<file path="config.mk">
export PLATFORM = sky130hd
export DESIGN_NAME = adcw_top
export DESIGN_NICKNAME = d
export VERILOG_FILES = /design/src/inc/adcw_pkg.sv /design/src/design/adcw_sync3.sv /design/src/design/adcw_top.sv /design/src/design/adcw_warm_cnt.sv
export SDC_FILE = /design/constraint.sdc
export NUM_CORES = 1
export LEC_CHECK = 0
export ABC_AREA = 1
export BUFFER_PORTS_ARGS = -buffer_cell sky130_fd_sc_hd__buf_4
export CAP_MARGIN = 30
export CORE_AREA = 2 2 180 200
export DETAILED_ROUTE_END_ITERATION = 10
export DIE_AREA = 0 0 182 202
export GPL_TIMING_DRIVEN = 0
export HOLD_SLACK_MARGIN = 0.15
export SETUP_SLACK_MARGIN = 0.2
export SLEW_MARGIN = 20
export SYNTH_ARGS = -nofsm -noshare
export SYNTH_HDL_FRONTEND = slang
export SYNTH_HIERARCHICAL = 1
export SYNTH_SLANG_ARGS = --single-unit
</file>
<file path="constraint.sdc">
create_clock -name mclk -period 6.4 [get_ports mclk]
set_clock_uncertainty 0.15 [all_clocks]
set_input_delay 0.32 -clock mclk [delete_from_list [all_inputs] [get_ports mclk]]
set_output_delay 0.32 -clock mclk [all_outputs]
set_load 0.01 [all_outputs]
</file>
<file path="src/inc/adcw_pkg.sv">
// Shared constants and types for the converter core warm-up and ready
// interrupt block.
// Assumes one clock, the core source clock, drives every flip-flop.
package adcw_pkg;

    // Register port geometry.
    localparam int unsigned ADDR_W = 4;
    localparam int unsigned DATA_W = 16;

    // Four dedicated cores at indices 0 to 3, the shared core at index 4.
    localparam int unsigned NCORE = 5;
    localparam int unsigned SHR_IDX = 4;

    // Register offsets, one 16-bit word each.
    localparam logic [3:0] OFS_CTRL = 4'h0;
    localparam logic [3:0] OFS_STAT = 4'h1;
    localparam logic [3:0] OFS_MASK = 4'h2;
    localparam logic [3:0] OFS_CORE = 4'h3;

    // Control word fields.
    localparam int unsigned CODE_LSB = 8;
    localparam int unsigned CODE_MSB = 11;
    localparam int unsigned SHR_EN_BIT = 7;
    localparam logic [15:0] CTRL_WMASK = 16'h0f8f;

    // Reset values.
    localparam logic [15:0] CTRL_RST = 16'h0000;
    localparam logic [4:0] MASK_RST = 5'h1f;
    localparam logic [4:0] STAT_RST = 5'h00;

    // Warm-up lengths in core source clock periods.
    localparam logic [15:0] WARM_CYC_MIN = 16'h0010;
    localparam int unsigned WARM_CYC_MAX = 32768;

    typedef struct packed {
        logic [3:0] addr;
        logic [15:0] wdata;
        logic we;
        logic re;
    } adcw_bus_req_s;

    typedef enum logic [2:0] {
        ST_OFF = 3'b001,
        ST_WARM = 3'b010,
        ST_RDY = 3'b100
    } adcw_warm_e;

endpackage
</file>
<file path="src/design/adcw_sync3.sv">
// Three-stage synchroniser for a vector of asynchronous levels.
// Assumes each input bit is a slow level from outside the clock domain.
module adcw_sync3 #(
    parameter int unsigned WIDTH = 5
) (
    // Clock and reset
    input wire logic mclk,
    input wire logic rst_n,
    // Levels
    input wire logic [WIDTH-1:0] async_in,
    output logic [WIDTH-1:0] sync_q
);

    logic [WIDTH-1:0] s1_q;
    logic [WIDTH-1:0] s2_q;
    logic [WIDTH-1:0] s3_q;
    logic [WIDTH-1:0] sync_d;

    // A bit only moves once the second and third stages agree.
    always_comb begin
        sync_d = sync_q;
        for (int i = 0; i < WIDTH; i++) begin
            if (s2_q[i] == s3_q[i]) begin
                sync_d[i] = s3_q[i];
            end
        end
    end

    always_ff @(posedge mclk or negedge rst_n) begin
        if (!rst_n) begin
            s1_q <= '0;
            s2_q <= '0;
            s3_q <= '0;
            sync_q <= '0;
        end else begin
            s1_q <= async_in;
            s2_q <= s1_q;
            s3_q <= s2_q;
            sync_q <= sync_d;
        end
    end

endmodule

</file>
<file path="src/design/adcw_top.sv">
// Warm-up control and ready interrupt routing for four dedicated
// converter cores and one shared core.
// Assumes the register port and the core power levels described below;
// the power levels may come from another domain and are synchronised.
module adcw_top #(
    parameter int unsigned WARM_LIMIT = adcw_pkg::WARM_CYC_MAX
) (
    // Clock and reset
    input wire logic mclk,
    input wire logic rst_n,
    // Register port
    input wire adcw_pkg::adcw_bus_req_s bus_req,
    output logic [15:0] rd_data,
    // Converter cores, index 4 is the shared core
    input wire logic [4:0] core_pwr_on,
    output logic [4:0] core_ready,
    // Interrupt
    output logic irq
);

    logic [15:0] ctrl_q;
    logic [15:0] ctrl_d;
    logic [4:0] stat_q;
    logic [4:0] stat_d;
    logic [4:0] mask_q;
    logic [4:0] mask_d;
    logic [15:0] rd_q;
    logic [15:0] rd_d;
    logic irq_q;
    logic irq_d;
    logic [4:0] pwr_s;
    logic [4:0] ready_w;
    logic [4:0] evt_w;
    logic [4:0] en_w;
    logic [4:0] en_d;
    logic [3:0] code;
    logic [15:0] tbl;
    logic [15:0] wait_c;

    assign rd_data = rd_q;
    assign irq = irq_q;
    assign core_ready = ready_w;

    adcw_sync3 #(
        .WIDTH(adcw_pkg::NCORE)
    ) u_sync (
        .mclk(mclk),
        .rst_n(rst_n),
        .async_in(core_pwr_on),
        .sync_q(pwr_s)
    );

    // One timer per core; all share the same wait length.
    for (genvar g = 0; g < adcw_pkg::NCORE; g++) begin : g_core
        adcw_warm_cnt u_cnt (
            .mclk(mclk),
            .rst_n(rst_n),
            .pwr(pwr_s[g]),
            .wait_cyc(wait_c),
            .ready_q(ready_w[g]),
            .event_q(evt_w[g])
        );
    end

    // Warm-up code to length. WARM_LIMIT only exists to shorten long waits
    // in simulation; at its default every code keeps its full length.
    always_comb begin
        code = ctrl_q[adcw_pkg::CODE_MSB:adcw_pkg::CODE_LSB];
        case (code)
            4'hf: tbl = adcw_pkg::WARM_CYC_MIN << 11;
            4'he: tbl = adcw_pkg::WARM_CYC_MIN << 10;
            4'hd: tbl = adcw_pkg::WARM_CYC_MIN << 9;
            4'hc: tbl = adcw_pkg::WARM_CYC_MIN << 8;
            4'hb: tbl = adcw_pkg::WARM_CYC_MIN << 7;
            4'ha: tbl = adcw_pkg::WARM_CYC_MIN << 6;
            4'h9: tbl = adcw_pkg::WARM_CYC_MIN << 5;
            4'h8: tbl = adcw_pkg::WARM_CYC_MIN << 4;
            4'h7: tbl = adcw_pkg::WARM_CYC_MIN << 3;
            4'h6: tbl = adcw_pkg::WARM_CYC_MIN << 2;
            4'h5: tbl = adcw_pkg::WARM_CYC_MIN << 1;
            4'h4: tbl = adcw_pkg::WARM_CYC_MIN;
            default: tbl = adcw_pkg::WARM_CYC_MIN;
        endcase
        if (32'(tbl) > WARM_LIMIT) begin
            wait_c = 16'(WARM_LIMIT);
        end else begin
            wait_c = tbl;
        end
    end

    // Register port, status capture and the interrupt level.
    always_comb begin
        ctrl_d = ctrl_q;
        mask_d = mask_q;
        stat_d = stat_q;
        rd_d = 16'h0000;
        if (bus_req.we && bus_req.addr == adcw_pkg::OFS_CTRL) begin
            ctrl_d = bus_req.wdata & adcw_pkg::CTRL_WMASK;
        end else if (bus_req.we && bus_req.addr == adcw_pkg::OFS_MASK) begin
            mask_d = bus_req.wdata[4:0];
        end
        if (bus_req.re && bus_req.addr == adcw_pkg::OFS_CTRL) begin
            rd_d = ctrl_q;
        end else if (bus_req.re && bus_req.addr == adcw_pkg::OFS_STAT) begin
            rd_d = {11'h000, stat_q};
            stat_d = adcw_pkg::STAT_RST;
        end else if (bus_req.re && bus_req.addr == adcw_pkg::OFS_MASK) begin
            rd_d = {11'h000, mask_q};
        end else if (bus_req.re && bus_req.addr == adcw_pkg::OFS_CORE) begin
            rd_d = {11'h000, ready_w};
        end
        // An event in the same cycle as the clearing read is kept.
        stat_d = stat_d | evt_w;
        en_d[4] = ctrl_d[adcw_pkg::SHR_EN_BIT];
        en_d[3] = ctrl_d[3];
        en_d[2] = ctrl_d[2];
        en_d[1] = ctrl_d[1];
        en_d[0] = ctrl_d[0];
        irq_d = |(stat_d & mask_d & en_d);
    end

    assign en_w = {ctrl_q[adcw_pkg::SHR_EN_BIT], ctrl_q[3:0]};

    always_ff @(posedge mclk or negedge rst_n) begin
        if (!rst_n) begin
            ctrl_q <= adcw_pkg::CTRL_RST;
            mask_q <= adcw_pkg::MASK_RST;
            stat_q <= adcw_pkg::STAT_RST;
            rd_q <= 16'h0000;
            irq_q <= 1'b0;
        end else begin
            ctrl_q <= ctrl_d;
            mask_q <= mask_d;
            stat_q <= stat_d;
            rd_q <= rd_d;
            irq_q <= irq_d;
        end
    end

    property p_code_write;
        @(posedge mclk) disable iff (!rst_n)
        bus_req.we && bus_req.addr == adcw_pkg::OFS_CTRL
        |=> ctrl_q[11:8] == $past(bus_req.wdata[11:8]);
    endproperty
    a_code_write: assert property (p_code_write)
        else $error("warm-up code not stored");

    property p_unimpl;
        @(posedge mclk) disable iff (!rst_n)
        bus_req.re && bus_req.addr == adcw_pkg::OFS_CTRL
        |=> rd_q[6:4] == 3'h0 && rd_q[15:12] == 4'h0;
    endproperty
    a_unimpl: assert property (p_unimpl)
        else $error("unimplemented control bits read nonzero");

    property p_len_max;
        @(posedge mclk) disable iff (!rst_n)
        ctrl_q[11:8] == 4'hf && WARM_LIMIT >= 32768 |-> wait_c == 16'h8000;
    endproperty
    a_len_max: assert property (p_len_max)
        else $error("code 1111 does not give 32768 periods");

    property p_len_e;
        @(posedge mclk) disable iff (!rst_n)
        ctrl_q[11:8] == 4'he && WARM_LIMIT >= 16384 |-> wait_c == 16'h4000;
    endproperty
    a_len_e: assert property (p_len_e)
        else $error("code 1110 does not give 16384 periods");

    property p_len_a;
        @(posedge mclk) disable iff (!rst_n)
        ctrl_q[11:8] == 4'ha && WARM_LIMIT >= 1024 |-> wait_c == 16'h0400;
    endproperty
    a_len_a: assert property (p_len_a)
        else $error("code 1010 does not give 1024 periods");

    property p_len_8;
        @(posedge mclk) disable iff (!rst_n)
        ctrl_q[11:8] == 4'h8 && WARM_LIMIT >= 256 |-> wait_c == 16'h0100;
    endproperty
    a_len_8: assert property (p_len_8)
        else $error("code 1000 does not give 256 periods");

    property p_len_5;
        @(posedge mclk) disable iff (!rst_n)
        ctrl_q[11:8] == 4'h5 && WARM_LIMIT >= 32 |-> wait_c == 16'h0020;
    endproperty
    a_len_5: assert property (p_len_5)
        else $error("code 0101 does not give 32 periods");

    property p_len_min;
        @(posedge mclk) disable iff (!rst_n)
        ctrl_q[11:10] == 2'b00 && WARM_LIMIT >= 16 |-> wait_c == 16'h0010;
    endproperty
    a_len_min: assert property (p_len_min)
        else $error("low codes do not give 16 periods");

    property p_shr_irq;
        @(posedge mclk) disable iff (!rst_n)
        evt_w[4] && ctrl_q[7] && mask_q[4] && !bus_req.we |=> irq_q;
    endproperty
    a_shr_irq: assert property (p_shr_irq)
        else $error("shared core ready did not raise the interrupt");

    property p_c3_irq;
        @(posedge mclk) disable iff (!rst_n)
        evt_w[3] && ctrl_q[3] && mask_q[3] && !bus_req.we |=> irq_q;
    endproperty
    a_c3_irq: assert property (p_c3_irq)
        else $error("core 3 ready did not raise the interrupt");

    property p_c2_irq;
        @(posedge mclk) disable iff (!rst_n)
        stat_q[2] && !ctrl_q[2] && !(stat_q[4:3] != 2'b00)
        && !(stat_q[1:0] != 2'b00) && evt_w == 5'h00 && !bus_req.we
        |=> !irq_q;
    endproperty
    a_c2_irq: assert property (p_c2_irq)
        else $error("disabled core 2 event raised the interrupt");

    property p_c1_irq;
        @(posedge mclk) disable iff (!rst_n)
        evt_w[1] && ctrl_q[1] && mask_q[1] && !bus_req.we |=> irq_q;
    endproperty
    a_c1_irq: assert property (p_c1_irq)
        else $error("core 1 ready did not raise the interrupt");

    property p_c0_irq;
        @(posedge mclk) disable iff (!rst_n)
        stat_q[0] && ctrl_q[0] && mask_q[0] |-> irq_q;
    endproperty
    a_c0_irq: assert property (p_c0_irq)
        else $error("core 0 status set but interrupt low");

    property p_irq_quiet;
        @(posedge mclk) disable iff (!rst_n)
        (stat_q & mask_q & en_w) == 5'h00 |-> !irq_q;
    endproperty
    a_irq_quiet: assert property (p_irq_quiet)
        else $error("interrupt high with nothing enabled");

endmodule

</file>
<file path="src/design/adcw_warm_cnt.sv">
// Warm-up timer for one converter core.
// Assumes pwr is already synchronous and wait_cyc is at least one.
module adcw_warm_cnt (
    // Clock and reset
    input wire logic mclk,
    input wire logic rst_n,
    // Core side
    input wire logic pwr,
    input wire logic [15:0] wait_cyc,
    output logic ready_q,
    output logic event_q
);

    adcw_pkg::adcw_warm_e state_q;
    adcw_pkg::adcw_warm_e state_d;
    logic [15:0] cnt_q;
    logic [15:0] cnt_d;
    logic ready_d;
    logic event_d;
    // Only the checks below read these.
    logic [15:0] el_q;
    logic [15:0] wlat_q;

    // The length is taken when the core powers up; a later change of the
    // code waits for the next power-up, so a running count never jumps.
    always_comb begin
        state_d = state_q;
        cnt_d = cnt_q;
        event_d = 1'b0;
        case (state_q)
            adcw_pkg::ST_OFF: begin
                if (pwr) begin
                    state_d = adcw_pkg::ST_WARM;
                    cnt_d = wait_cyc - 16'h0001;
                end
            end
            adcw_pkg::ST_WARM: begin
                if (!pwr) begin
                    state_d = adcw_pkg::ST_OFF;
                end else if (cnt_q == 16'h0000) begin
                    state_d = adcw_pkg::ST_RDY;
                    event_d = 1'b1;
                end else begin
                    cnt_d = cnt_q - 16'h0001;
                end
            end
            adcw_pkg::ST_RDY: begin
                if (!pwr) begin
                    state_d = adcw_pkg::ST_OFF;
                end
            end
            default: state_d = adcw_pkg::ST_OFF;
        endcase
        ready_d = (state_d == adcw_pkg::ST_RDY);
    end

    always_ff @(posedge mclk or negedge rst_n) begin
        if (!rst_n) begin
            state_q <= adcw_pkg::ST_OFF;
            cnt_q <= 16'h0000;
            ready_q <= 1'b0;
            event_q <= 1'b0;
        end else begin
            state_q <= state_d;
            cnt_q <= cnt_d;
            ready_q <= ready_d;
            event_q <= event_d;
        end
    end

    always_ff @(posedge mclk or negedge rst_n) begin
        if (!rst_n) begin
            el_q <= 16'h0000;
            wlat_q <= 16'h0000;
        end else begin
            if (state_q == adcw_pkg::ST_WARM) begin
                el_q <= el_q + 16'h0001;
            end else begin
                el_q <= 16'h0000;
            end
            if (state_q == adcw_pkg::ST_OFF && pwr) begin
                wlat_q <= wait_cyc;
            end
        end
    end

    property p_warm_len;
        @(posedge mclk) disable iff (!rst_n)
        $rose(ready_q) |-> $past(el_q) == $past(wlat_q) - 16'h0001;
    endproperty
    a_warm_len: assert property (p_warm_len)
        else $error("core became ready after the wrong warm-up length");

    property p_drop;
        @(posedge mclk) disable iff (!rst_n)
        !pwr |=> !ready_q && !event_q;
    endproperty
    a_drop: assert property (p_drop)
        else $error("core ready while powered down");

    property p_event_once;
        @(posedge mclk) disable iff (!rst_n)
        event_q |-> ready_q ##1 !event_q;
    endproperty
    a_event_once: assert property (p_event_once)
        else $error("ready event not a single pulse with ready");

endmodule

</file>
* Word-level counts from Yosys, hierarchy flattened *
Memories as Yosys holds them, arrays and structs flattened.
Index checks and enable logic that the tools add are counted.

storage, ports and cells
  bits of input ports = 29
  memories kept = 1
  bits in latches = 0
  memory bits (read-only) = 192
  word-level logic and storage cells = 181
  bits in writable memories = 0
  register bits = 161
  output and inout port bits = 22

memories
  memory           depth  bits a word  read ports  clocked after Yosys merged registers in  write ports  RTL line        RTL
  (no name shown)  16     12           1           0                                        0            adcw_top.sv:69  case (code)

cells by class
  reduce and logical (&&, ||, !) cells = 23
  shift operators = 0
  equality and inequality tests = 43
  multipliers = 0
  divide/modulo/power cells = 0
  add/sub/neg operators = 6
  bitwise operators = 3
  mux-type cells = 70
  order comparisons = 1

operator list
  operator               number
  $mux 16                16
  $pmux 16 s2            5
  $sub 16x1->16 const B  6
  $logic_not 16->1       5
  $mux 3                 20
  $pmux 3 s3             5
  $mux 5                 7
  $eq 3x3->1 const B     10
  $ne 2x2->1 const B     15
  $reduce_and 4->1       5
  $gt 16x16->1 const B   1
  $eq 3x1->1 const B     5
  $eq 3x2->1 const B     5
  $mux 1                 15
  $mux 12                1
  $and 5x5->5            2
  $reduce_bool 2->1      5
  $eq 4x2->1 const B     2
  $mux 8                 1
  $logic_and 1x1->1      6
  $eq 1x1->1             5
  $or 5x5->5             1
  $reduce_or 5->1        1
  $eq 4x1->1 const B     1
  $logic_not 4->1        1

* Longest topological paths before layout *
  depth in word-level cells = 8
  mapped depth = 14
  depth with buffers taken out = 14

* By module *
The synthesis kept the hierarchy.

modules (own cells, without submodules)
  module                                sequential area each (sq um)  cells each  area each (sq um)  instances
  adcw_warm_cnt at g_core[0].u_cnt ...  526.8                         262         1700.4             4
  adcw_warm_cnt at g_core[4].u_cnt      526.8                         222         1491.4             1
  adcw_top                              757.0                         168         1437.6             1
  adcw_sync3                            500.5                         40          581.8              1

* Least setup slack after synthesis *
Ideal clock, no wire load.

  path type = reg2reg
  from = register g_core[0].u_cnt.state_q[0]
  to = register g_core[0].u_cnt.cnt_q[6]
  data arrival time = 1778 ps
  setup time = 121 ps
  path buffers = 1
  cell stages (with the launch flop) = 13
  data required time = 6129 ps
  clock period less this slack = 2049 ps
  slack = 4351 ps
  cell sequence = dfstp_2 -> nor2_4 -> nand2_4 -> buf_6 -> nand2_1 -> nand2_1 -> ha_1 -> inv_1 -> a21oi_1 -> nand3_1 -> or2_0 -> nand3_1 -> o21ai_1

on the way
  longest elaborated chain between the ends = 3
  elaborated cells on any way between the ends = 8
  classes of those cells = 5 x eq/ne; 1 x mux; 2 x reduce/logical

ends and longest elaborated chain
  item                                                       RTL line             RTL
  from (decl)                                                adcw_warm_cnt.sv:14  adcw_pkg::adcw_warm_e state_q;
  from (signal assigned)                                     adcw_warm_cnt.sv:59  state_q <= adcw_pkg::ST_OFF;
  from (signal assigned)                                     adcw_warm_cnt.sv:64  state_q <= state_d;
  $eq 3x2->1 or $eq 3x1->1 (tied branches)                   -
  $ne 2x2->1 (no line) or $reduce_bool 2->1 (tied branches)  -
  $reduce_and 4->1 (no line)                                 -
  to (signal assigned)                                       adcw_warm_cnt.sv:65  cnt_q <= cnt_d;
  to (decl)                                                  adcw_warm_cnt.sv:16  logic [15:0] cnt_q;

Several ways; a longest one is shown, not always the timed one.
A chain may end at the register's enable or synchronous reset.

* Worst setup path in the final report *
  from = input port bus_req[19] (netlist name)
  to = register ctrl_q[2]

on the way
  longest elaborated chain between the ends = 3

ends and longest elaborated chain
  item                  RTL line         RTL
  from (decl)           adcw_top.sv:12   input wire adcw_pkg::adcw_bus_req_s bus_req,
  $logic_not 4->1       adcw_top.sv:97   if (bus_req.we && bus_req.addr == adcw_pkg::OFS_CTRL) begin
  $logic_and 1x1->1     adcw_top.sv:97
  $mux 8                adcw_top.sv:97
  net ctrl_d[2]         adcw_top.sv:22   logic [15:0] ctrl_d;
  to (signal assigned)  adcw_top.sv:126  ctrl_q <= adcw_pkg::CTRL_RST;
  to (signal assigned)  adcw_top.sv:132  ctrl_q <= ctrl_d;
  to (decl)             adcw_top.sv:21   logic [15:0] ctrl_q;

The timed path passes the listed nets, and every way through them passes these cells.

==> impl_metrics.csv <==
group,metric,value,unit
clock_network,post_cts_buffers,0,
grt,grt_pass1_wl,45900,um
critical_path,reg2reg_setup_slack,3680,ps
detailed_routing,num_vias,9518,
pwr,power.leakage,6.31,nW
clock_network,clock-root-buffer,"clkbuf_16",
grt,antenna_found_initial,0,
detailed_routing,drtPass1Iterations,5,
outcome,status,"completed",
critical_path,critPathRequiredTime,6610,ps
sta,fmax,331,MHz
yosys,synth_edf_count,0,
yosys,synthTopCellsByCount,"nand2_1 (449), inv_1 (200), nand3_1 (149)",
grt,grt_overflow,0,
die,die_h,202,um
place,dp_cells,1987,
clock_network,clkSlewWorstSetupHoldPaths,70,ps
clock_network,clock_sinks,155,
clock_network,cts-hold-fix-buffers,28,
yosys,yosysSeqAreaShare,37.7,%
clock_network,cts_resized,0,
critical_path,crit_type,"input port to flip-flop",
critical_path,cp.arrival,3230,ps
final_layout,insertedDiodeCount,0,
die,start_util,29.7,%
clock_network,clk_latency,430,ps
grt,grt_max_degree,82,
place,place_congestion,0.850,
job,drv_cap,0,
place,io_buffers,38,
place,dp_hpwl,19700,um
critical_path,crit_fanout,5,
yosys,synth-async-reset-ratio,100,%
final_layout,fillers,3693,
clock_network,htreeDepth,4,
die,core_region_area,0.0348,mm^2
clock_network,tritoncts,"built",
clock_network,clk_path_buf_depth,2,
sta,setup_viol,0,
yosys,synth_cell_types,42,
yosys,synth_area_leaders,"dfrtp_1 (35%), nand2_1 (16%), inv_1 (7.3%)",
die,die_area,0.0368,mm^2
yosys,synth_area,0.0103,mm^2
final_layout,final-seq-area,0.00389,mm^2
detailed_routing,drc,0,
yosys,synth.ff_latch_count,155,
final_layout,syn_to_final_growth,18.1,%
die,dieWidth,182,um
critical_path,cp-start-kind,"input port",
place,dpl_worst_slack,3740,ps
detailed_routing,ant_nets,0,
final_layout,final_cells,2049,
final_layout,utilization,35.0,%
final_layout,post_route_cells_drive_above_1_share,17.1,%
yosys,synth_top_area_share,35.2,%
sta,whs,201,ps
detailed_routing,drt_iter0_drc,701,
sta,finalMaxSlewViolations,0,
hold_path,hold_class,"flip-flop to flip-flop",
final_layout,nets,1626,
sta,worst_pin_slew,1040,ps
sta,post-route-min-period,3020,ps
sta,fin_crit_sh,47.2,%
yosys,synth_flop_cell,"dfrtp_1",
yosys,yosys.area.top_type,"dfrtp_1",
pwr,vdd_drop_max,162,uV
grt,grt_pass1_vias,9203,
die,pin_count,51,
sta,grt_setup_unrepaired,"false",
yosys,synth_most_common_cell,"nand2_1",
detailed_routing,routedWlPerCell,13.3,um
yosys,synthCells,1478,
die,rows,72,
clock_network,cts_buffers,17,
sta,fin_setup_tns,0,ps
final_layout,multi_input_area,0.00538,mm^2
sta,finalHoldViolCount,0,
sta,relSlewSlack,30.7,%
sta,fin_ws,3380,ps
critical_path,endpoint_kind,"flip-flop",
yosys,avgSynthCellArea,6.98,um^2
grt,track_usage,15.5,%
detailed_routing,vias_per_cell,4.65,
pwr,power.density,393,mW/mm^2
detailed_routing,wirelength,27300,um
yosys,ys.warnings.count,6,
==> cells in the final DEF (no fill, tap or decap), types with 14 or more instances in the layout <==
cell type	Yosys	routed
nor2_2	14	14
buf_4	11	50
nand4_1	37	37
nand2_4	19	19
conb_1	1	26
nor3_1	16	14
nor2_1	144	144
nor2_4	27	27
a21oi_1	19	18
dfrtp_1	145	145
nand3b_1	17	17
clkbuf_16	0	17
o21ai_1	16	16
o21ai_0	41	41
nand2_1	449	449
nand3_1	149	149
inv_1	200	200
nand2_2	49	49
buf_2	24	24
dlygate4sd3_1	0	28
==> cell families after synthesis <==
group,count (synthesis),synth area share [%]
AO/OA/AOI/OAI,101,5.63
XOR/XNOR,11,0.934
adder cells (fa/ha/maj),5,0.607
buffers and inverters,265,11.1
flip-flops,155,37.7
multiplexers,1,0.0971
other,1,0.0364
AND/OR/NAND/NOR,939,43.8
==> per-layer routing <==
layer,share of wire (%),up-vias,GRT usage (%)
met4,1.9,0,4.93
met1,46,4444,19.8
met2,48,216,26.7
met5,0,-,0
met3,3.8,34,2.38
li1,-,4824,-
==> registers in the layout, indices dropped and copies added (netlist names), 5 cells and up <==
signal / flops
g_core.u_cnt/cnt_q: 80
g_core.u_cnt/state_q: 15
rd_data: 10
ctrl_q: 9
g_core.u_cnt/event_q: 5
g_core.u_cnt/ready_q: 5
mask_q: 5
stat_q: 5
u_sync/s1_q: 5
u_sync/s2_q: 5
u_sync/s3_q: 5
u_sync/sync_q: 5
==> worst max-delay path, cell delays in order <==
cell	delay [ps]
dlygate4sd3_1	540
buf_4	140
nor2_2	90
dlygate4sd3_1	650
nand3_4	120
dlygate4sd3_1	630
o21ai_1	180
dlygate4sd3_1	570
==> final timing paths <==
kind / start / endpoint / cells past startpoint
min in group asynchronous: rst_n / g_core[2].u_cnt/cnt_q[3] / 2
min reg2reg: u_sync/s1_q[4] / u_sync/s2_q[4] / 0
max reg2reg: ctrl_q[10] / g_core[2].u_cnt/cnt_q[14] / 13
max: bus_req[19] / ctrl_q[2] / 8
min: u_sync/s1_q[4] / u_sync/s2_q[4] / 0
max in group asynchronous: rst_n / g_core[3].u_cnt/state_q[0] / 3
==> layout make-up <==
class | count | area share, %
multi-input combinational | 1083 | 44.2
sequential | 155 | 31.9
inverter | 218 | 6.76
timing repair buffer | 70 | 5.15
tap | 444 | 4.56
clock buffer | 17 | 3.49
buffer | 47 | 2.65
clock inverter | 15 | 1.26
==> per-stage QoR <==
| step | area (um^2) | total power (W) |
|---|---|---|
| 6_report | 12200 | 0.00479 |
| 5_1_grt | 12200 | 0.00519 |
| 4_1_cts | 12200 | 0.00481 |
| 3_5_place_dp | 11300 | 0.00375 |
| 3_3_place_gp | 11200 | 0.00371 |
| 2_1_floorplan | 10400 | 0.00317 |
==> power breakdown <==
group / leakage (nW) / internal, W / total, W / switching (W)
Clock: 0.281 / 0.000552 / 0.00102 / 0.000464
Combinational: 4.07 / 0.000742 / 0.00224 / 0.00150
Sequential: 1.96 / 0.00132 / 0.00153 / 0.000211
No activity file was read; power rests on OpenSTA's default activity.
